$ cat config.mk
export PLATFORM = sky130hd
export DESIGN_NAME = free_list_regs
export DESIGN_NICKNAME = d
export VERILOG_FILES = /design/src/shared/fl_pkg.sv /design/src/shared/snap_if.sv /design/src/verilog/count_snapshot.sv /design/src/verilog/free_list_regs.sv
export SDC_FILE = /design/constraint.sdc
export NUM_CORES = 1
export LEC_CHECK = 0
export BUFFER_PORTS_ARGS = -buffer_cell sky130_fd_sc_hd__buf_2
export CAP_MARGIN = 20
export CORE_MARGIN = 3
export CORE_UTILIZATION = 55
export DETAILED_ROUTE_END_ITERATION = 10
export GPL_TIMING_DRIVEN = 0
export PLACE_DENSITY_LB_ADDON = 0.3
export SETUP_SLACK_MARGIN = 0.5
export SLEW_MARGIN = 20
export SYNTH_ARGS = -nofsm -noshare
export SYNTH_HDL_FRONTEND = slang
export SYNTH_HIERARCHICAL = 1
export SYNTH_SLANG_ARGS = --single-unit
$ cat constraint.sdc
create_clock -name clk -period 4.3 [get_ports clk]
set_input_delay 0.43 -clock clk [delete_from_list [all_inputs] [get_ports clk]]
set_output_delay 0.43 -clock clk [all_outputs]
set_load 0.02 [all_outputs]
$ cat src/shared/fl_pkg.sv
`default_nettype none
package fl_pkg;
   // ************************************
   // addresses on the host port
   // ************************************
   localparam logic [15:0] buf_ctrl_base   = 16'h1000;
   localparam logic [15:0] head0_off       = 16'h0000;
   localparam logic [15:0] head1_off       = 16'h0003;
   localparam logic [15:0] count_off       = 16'h0006;
   localparam logic [15:0] clear_ptr_off   = 16'h0009;
   localparam logic [15:0] count_mid_addr  = 16'h0c52;
   localparam logic [15:0] count_high_addr = 16'h0c53;
   localparam logic [15:0] count_top_addr  = 16'h0c51;
   // ************************************
   // field layout and initial values
   // ************************************
   localparam int          id_w            = 19;
   localparam int          addr_w          = 21;
   localparam int          byte_addr_w     = 30;
   localparam logic [18:0] head0_init      = 19'h00080;
   localparam logic [18:0] head1_init_16m  = 19'h00082;
   localparam logic [18:0] head1_init_64m  = 19'h00083;
   localparam logic [18:0] private_last    = 19'h0007f;
   localparam int          buffer_bytes    = 1536;
   localparam int          sram_words_per  = 3;
   localparam int          page_shift_16m  = 11;
   localparam int          page_shift_64m  = 12;
   localparam int          top_bit_pos     = 7;
   // ************************************
   // types
   // ************************************
   typedef enum logic {mem_16m, mem_64m} mem_type_type;

   typedef struct packed {
      logic [18:0] head0;
      logic [18:0] head1;
      logic [18:0] count;
      logic [7:0]  rdata;
      logic        rd_hit;
      logic        link_valid;
      logic        link_bank;
      logic [20:0] link_addr;
      logic [18:0] link_next;
   } regs_type;

   typedef struct packed {
      logic [18:0] snap;
   } snap_state_type;
endpackage
`default_nettype wire

$ cat src/shared/snap_if.sv
`timescale 1ns/100ps
`default_nettype none
interface snap_if;
   logic        capture;
   logic [18:0] count;
   logic [18:0] snap;
   modport owner  (output capture, output count, input snap);
   modport keeper (input capture, input count, output snap);
endinterface
`default_nettype wire

$ cat src/verilog/count_snapshot.sv
`timescale 1ns/100ps
`default_nettype none
module count_snapshot (
   // clock and reset
   input  wire logic clk,
   input  wire logic rst_n,
   // snapshot carrier
   snap_if.keeper    sif
);
   fl_pkg::snap_state_type s_q;
   fl_pkg::snap_state_type s_d;

   always_comb begin
      s_d = s_q;
      // only the low-byte read refreshes the copy
      if (sif.capture) begin
         s_d.snap = sif.count;
      end
   end

   always_ff @(posedge clk) begin
      if (!rst_n) begin
         s_q <= '0;
      end else begin
         s_q <= s_d;
      end
   end

   assign sif.snap = s_q.snap;
endmodule
`default_nettype wire

$ cat src/verilog/free_list_regs.sv
`timescale 1ns/100ps
`default_nettype none
module free_list_regs (
   // clock and reset
   input  wire logic        clk,
   input  wire logic        rst_n,
   // host register port
   input  wire logic [15:0] host_addr,
   input  wire logic        host_rd,
   input  wire logic        host_wr,
   input  wire logic [7:0]  host_data_bus_i,
   output logic      [7:0]  host_data_bus_o,
   output logic             host_data_bus_oe,
   // configuration from the memory controller
   input  wire logic        memory_type_setting,
   // block accounting from the buffer machinery
   input  wire logic        blk_take,
   input  wire logic        blk_give,
   // buffer release from output port logic
   input  wire logic        rel_valid,
   input  wire logic [18:0] rel_id,
   // link write toward the buffer memory
   output logic             link_wr_valid,
   output logic             link_wr_bank,
   output logic      [20:0] link_wr_addr,
   output logic      [18:0] link_wr_next,
   // current state
   output logic      [18:0] bank0_free_list_head,
   output logic      [18:0] bank1_free_list_head,
   output logic      [18:0] free_block_count
);
   // ************************************
   // helpers
   // ************************************
   // bank of the page where a buffer starts
   function automatic logic start_bank(input logic [18:0] id, input logic big);
      logic [29:0] byte_addr;
      byte_addr = 30'(id) * 30'(fl_pkg::buffer_bytes);
      start_bank = big ? byte_addr[fl_pkg::page_shift_64m]
                       : byte_addr[fl_pkg::page_shift_16m];
   endfunction

   function automatic logic [20:0] sram_loc(input logic [18:0] id);
      sram_loc = 21'(id) * 21'(fl_pkg::sram_words_per);
   endfunction

   function automatic logic hit(input logic [15:0] a, input logic [15:0] off);
      hit = (a == (fl_pkg::buf_ctrl_base + off));
   endfunction

   // ************************************
   // decode
   // ************************************
   logic        big;
   logic        wr_clear;
   logic        rd_low;
   logic        rel_bank;
   fl_pkg::regs_type r_q;
   fl_pkg::regs_type r_d;
   snap_if      sif ();

   assign big      = (memory_type_setting == fl_pkg::mem_64m);
   assign wr_clear = host_wr && hit(host_addr, fl_pkg::clear_ptr_off);
   assign rd_low   = host_rd && hit(host_addr, fl_pkg::count_off);
   assign rel_bank = start_bank(rel_id, big);

   assign sif.capture = rd_low;
   assign sif.count   = r_q.count;

   count_snapshot u_snap (
      .clk   (clk),
      .rst_n (rst_n),
      .sif   (sif)
   );

   // ************************************
   // next state
   // ************************************
   always_comb begin
      r_d = r_q;
      r_d.link_valid = 1'b0;
      r_d.rd_hit     = 1'b0;
      r_d.rdata      = 8'h00;
      // heads move only by the clear write or a release, never by a host write to their own bytes
      if (wr_clear) begin
         r_d.head0 = fl_pkg::head0_init;
         r_d.head1 = big ? fl_pkg::head1_init_64m : fl_pkg::head1_init_16m;
      end else if (rel_valid) begin
         // push onto the list of the bank it really starts in
         r_d.link_valid = 1'b1;
         r_d.link_bank  = rel_bank;
         r_d.link_addr  = sram_loc(rel_id);
         r_d.link_next  = rel_bank ? r_q.head1 : r_q.head0;
         if (rel_bank) begin
            r_d.head1 = rel_id;
         end else begin
            r_d.head0 = rel_id;
         end
      end
      // count: host byte write wins over accounting
      if (host_wr && hit(host_addr, fl_pkg::count_off)) begin
         r_d.count[7:0] = host_data_bus_i;
      end else if (host_wr && hit(host_addr, fl_pkg::count_off + 16'h0001)) begin
         r_d.count[15:8] = host_data_bus_i;
      end else if (host_wr && hit(host_addr, fl_pkg::count_off + 16'h0002)) begin
         r_d.count[18:16] = host_data_bus_i[2:0];
      end else if (blk_take && !blk_give) begin
         r_d.count = r_q.count - 19'h00001;
      end else if (blk_give && !blk_take) begin
         r_d.count = r_q.count + 19'h00001;
      end
      // read path
      if (host_rd) begin
         r_d.rd_hit = 1'b1;
         unique case (host_addr)
            fl_pkg::buf_ctrl_base + fl_pkg::head0_off:
               r_d.rdata = r_q.head0[7:0];
            fl_pkg::buf_ctrl_base + fl_pkg::head0_off + 16'h0001:
               r_d.rdata = r_q.head0[15:8];
            fl_pkg::buf_ctrl_base + fl_pkg::head0_off + 16'h0002:
               r_d.rdata = {5'h00, r_q.head0[18:16]};
            fl_pkg::buf_ctrl_base + fl_pkg::head1_off:
               r_d.rdata = r_q.head1[7:0];
            fl_pkg::buf_ctrl_base + fl_pkg::head1_off + 16'h0001:
               r_d.rdata = r_q.head1[15:8];
            fl_pkg::buf_ctrl_base + fl_pkg::head1_off + 16'h0002:
               r_d.rdata = {5'h00, r_q.head1[18:16]};
            fl_pkg::buf_ctrl_base + fl_pkg::count_off:
               r_d.rdata = r_q.count[7:0];
            fl_pkg::buf_ctrl_base + fl_pkg::count_off + 16'h0001,
            fl_pkg::buf_ctrl_base + fl_pkg::count_off + 16'h0002,
            fl_pkg::buf_ctrl_base + fl_pkg::clear_ptr_off:
               r_d.rdata = 8'h00;
            fl_pkg::count_mid_addr:
               r_d.rdata = sif.snap[15:8];
            fl_pkg::count_high_addr:
               r_d.rdata = {6'h00, sif.snap[17:16]};
            fl_pkg::count_top_addr:
               r_d.rdata = {sif.snap[18], 7'h00};
            default:
               r_d.rd_hit = 1'b0;
         endcase
      end
   end

   always_ff @(posedge clk) begin
      if (!rst_n) begin
         r_q <= '0;
      end else begin
         r_q <= r_d;
      end
   end

   // ************************************
   // outputs
   // ************************************
   assign host_data_bus_o      = r_q.rdata;
   assign host_data_bus_oe     = r_q.rd_hit;
   assign link_wr_valid        = r_q.link_valid;
   assign link_wr_bank         = r_q.link_bank;
   assign link_wr_addr         = r_q.link_addr;
   assign link_wr_next         = r_q.link_next;
   assign bank0_free_list_head = r_q.head0;
   assign bank1_free_list_head = r_q.head1;
   assign free_block_count     = r_q.count;

   // ************************************
   // checks
   // ************************************
   property p_head0_init;
      @(posedge clk) disable iff (!rst_n)
      wr_clear |=> (bank0_free_list_head == 19'h00080);
   endproperty
   a_head0_init: assert property (p_head0_init) else $error("bank0 head not 128");

   property p_head0_past_private;
      @(posedge clk) disable iff (!rst_n)
      wr_clear |=> (bank0_free_list_head > fl_pkg::private_last);
   endproperty
   a_head0_past_private: assert property (p_head0_past_private) else $error("head0 in private");

   property p_head1_init;
      @(posedge clk) disable iff (!rst_n)
      wr_clear |=> (bank1_free_list_head == ($past(big) ? 19'h00083 : 19'h00082));
   endproperty
   a_head1_init: assert property (p_head1_init) else $error("bank1 head wrong");

   property p_heads_hold;
      @(posedge clk) disable iff (!rst_n)
      (!wr_clear && !rel_valid) |=> ($stable(bank0_free_list_head) && $stable(bank1_free_list_head));
   endproperty
   a_heads_hold: assert property (p_heads_hold) else $error("head moved without cause");

   property p_release_bank;
      @(posedge clk) disable iff (!rst_n)
      (rel_valid && !wr_clear) |=> link_wr_valid && (link_wr_bank == $past(rel_bank))
         && (link_wr_addr == 21'($past(rel_id)) * 21'h00003)
         && ((link_wr_bank ? bank1_free_list_head : bank0_free_list_head) == $past(rel_id));
   endproperty
   a_release_bank: assert property (p_release_bank) else $error("release misfiled");

   property p_low_read;
      @(posedge clk) disable iff (!rst_n)
      rd_low |=> host_data_bus_oe && (host_data_bus_o == $past(r_q.count[7:0]))
         && (sif.snap == $past(r_q.count));
   endproperty
   a_low_read: assert property (p_low_read) else $error("low read or latch wrong");

   property p_snap_hold;
      @(posedge clk) disable iff (!rst_n)
      !rd_low |=> $stable(sif.snap);
   endproperty
   a_snap_hold: assert property (p_snap_hold) else $error("snapshot changed");

   property p_mid_read;
      @(posedge clk) disable iff (!rst_n)
      (host_rd && host_addr == fl_pkg::count_mid_addr) |=> host_data_bus_o == sif.snap[15:8];
   endproperty
   a_mid_read: assert property (p_mid_read) else $error("mid byte wrong");

   property p_high_read;
      @(posedge clk) disable iff (!rst_n)
      (host_rd && host_addr == fl_pkg::count_high_addr)
         |=> host_data_bus_o == {6'h00, sif.snap[17:16]};
   endproperty
   a_high_read: assert property (p_high_read) else $error("high bits wrong");

   property p_top_read;
      @(posedge clk) disable iff (!rst_n)
      (host_rd && host_addr == fl_pkg::count_top_addr)
         |=> host_data_bus_o == {sif.snap[18], 7'h00};
   endproperty
   a_top_read: assert property (p_top_read) else $error("top bit wrong");
endmodule
`default_nettype wire
==> impl_metrics.json <==
{
  "grt_pass1_wl_um": 36300,
  "critPathBufInv": 4,
  "die_y_um": 118,
  "antenna_left": 0,
  "layout-drive-gt1-share": 0.211,
  "r2r_end": "free_block_count[14]",
  "sw_frac_of_total": 0.317,
  "hold_path.class": "in -> reg",
  "final_util": 0.696,
  "grt_max_degree": 17,
  "crit_slowest_cell": "clkbuf_1",
  "p_total_w": 0.00338,
  "irDropWorstVdd_v": 0.000251,
  "io_buffers": 157,
  "p_int_w": 0.00231,
  "dr.pass1.iters": 7,
  "ff2ff_path_depth": 9,
  "max_stage_delay_ns": 0.45,
  "grt_pass1_vias": 6922,
  "outcome": "finished clean",
  "power_frac_comb": 0.222,
  "start_util": 0.567,
  "syn2layout_area_growth_pct": 22.7,
  "fmax_mhz": 284,
  "synth_area_um2": 6870,
  "finalMaxSlewViolations": 0,
  "cts_buffers": 17,
  "cp_top_family": "buffers and inverters",
  "rsz0062_at_grt": "no",
  "antenna_cells": 0,
  "powerDensity_nw_per_um2": 401,
  "drt-initial-drc-count": 887,
  "timing.final.crit_share": 0.820,
  "yosysWarningCount": 6,
  "tns_ns": 0,
  "fin_nets": 1106,
  "crit_chain": "buf_2 > nand2b_1 > clkbuf_1 > clkbuf_1 > buf_2 > xnor2_1 > ha_1 > and3_1 > a41oi_2 > nand3_1 > o21ai_0 > mux2_2 > a211o_1 > a31oi_1",
  "finalHoldViolCount": 0,
  "cp-end-kind": "flop",
  "layout_common_cells": "buf_2, nand2_1, dfxtp_1, a21oi_1, nor2_1",
  "leakage_nw": 3.58,
  "drv_cap": 0,
  "cts_tree": "yes",
  "syn_inst": 856,
  "syn_avg_cell_area_um2": 8.02,
  "track_usage": 0.327,
  "cts_htree_levels": 4,
  "layout_min_cycle_time_ns": 3.52,
  "wl_um": 23500,
  "skew_ns": 0.00812,
  "dp_hpwl_um": 17400,
  "gp_congestion": 0.975,
  "final_common_cell": "buf_2",
  "drc": 0,
  "die_w_um": 118,
  "endpoint": "free_block_count[14]",
  "cts_root_buf": "clkbuf_16",
  "reg2reg_slack_ns": 1.62,
  "required_ns": 4.64,
  "dieArea_um2": 13900,
  "rows": 40,
  "clock_sinks": 119,
  "routedWlPerCell_um": 19.4,
  "cp.arrival_ns": 3.87,
  "viasPerCell": 6.18,
  "grt-ovfl-total": 0,
  "start_kind": "input pin",
  "pwr-share-seq": 0.376,
  "tightestPinTransition_ns": 0.881,
  "setup_violations": 0,
  "critPathKind": "in -> reg",
  "path_depth": 14,
  "cts_buffer_depth": 2,
  "antenna_found_initial": 0,
  "clk_pin_slew_ns": 0.05,
  "switchingPower_w": 0.00107,
  "io_pins": 159,
  "dr_total_vias": 7491,
  "num-fill-cells": 1026,
  "core_um2": 12100,
  "maxSlewHeadroom": 0.407,
  "insertion_delay_ns": 0.42,
  "syn_nets": 930,
  "reg2reg_from": "free_block_count[1]",
  "cp_max_fo": 10,
  "clkPwrFrac": 0.403,
  "cp-startpoint": "blk_give"
}
-- routing by layer --
layer,global-route usage,vias to the layer above,part of all wire
met5,0,-,0
met4,0.171,0,0.046
met3,0.0807,89,0.11
met2,0.517,457,0.45
met1,0.414,3461,0.39
li1,-,3484,-
-- worst register-to-register path, delay by kind of cell (launching register included) --
kind / cells / cell delay (ns)
adder cells (fa/ha/maj): 1 / 0.21
AND/OR/NAND/NOR: 2 / 0.44
AO/OA/AOI/OAI: 4 / 0.99
XOR/XNOR: 1 / 0.11
multiplexers: 1 / 0.38
flip-flops: 1 / 0.46
-- how the worst min path moves through the flow --
| stage | slack [ns] | from | endpoint | cells past startpoint |
|---|---|---|---|---|
| after floorplan | 0.48 | u_snap/sif.snap[17] | u_snap/sif.snap[17] | 2 |
| after global placement | 0.44 | link_wr_addr[0] | link_wr_addr[0] | 2 |
| after detailed placement | 0.44 | link_wr_addr[8] | link_wr_addr[8] | 2 |
| after CTS | 0.28 | memory_type_setting | bank1_free_list_head[0] | 3 |
| after global routing | 0.30 | rel_id[12] | bank1_free_list_head[12] | 3 |
| final | 0.28 | memory_type_setting | bank1_free_list_head[0] | 3 |
-- registers in the layout, indices dropped and copies added (netlist names) --
| signal | cells |
|---|---|
| link_wr_addr | 21 |
| bank0_free_list_head | 19 |
| bank1_free_list_head | 19 |
| free_block_count | 19 |
| link_wr_next | 19 |
| u_snap/sif.snap | 11 |
| host_data_bus_o | 8 |
| host_data_bus_oe | 1 |
| link_wr_bank | 1 |
| link_wr_valid | 1 |
-- cell type report --
type	count	area (µm²)	area share
clock buffers	21	450	0.0535
flip-flops and latches	119	2380	0.283
inverters	18	67.6	0.00802
well taps	168	210	0.0249
plain buffers	55	258	0.0306
repair buffers	157	786	0.0932
multi-input cells	664	4170	0.495
clock inverters	10	105	0.0125
-- what timing repair did --
action	in CTS	in global routing
buffers inserted	0	0
setup endpoints to repair	1	2
hold buffers	0	0
resized for setup	1	1
-- power by group through the flow --
stage	clock network (W)	registers [W]	logic, W
floorplan	0	0.00135	0.000412
global placement	0	0.00129	0.000721
detailed placement	0	0.00129	0.000730
CTS	0.00136	0.00126	0.000737
global route	0.00141	0.00128	0.000813
finish	0.00136	0.00127	0.000749
-- metrics by stage --
stage	cells	hold WS, ns	cell area, µm²	setup slack, ns
floorplan	856	0.477	6870	0.948
global placement	1181	0.443	7860	0.0196
detailed placement	1181	0.444	7860	0.0627
CTS	1212	0.279	8420	0.686
global route	1212	0.296	8430	0.611
finish	1212	0.280	8430	0.776
(Power assumes the default switching activity.)
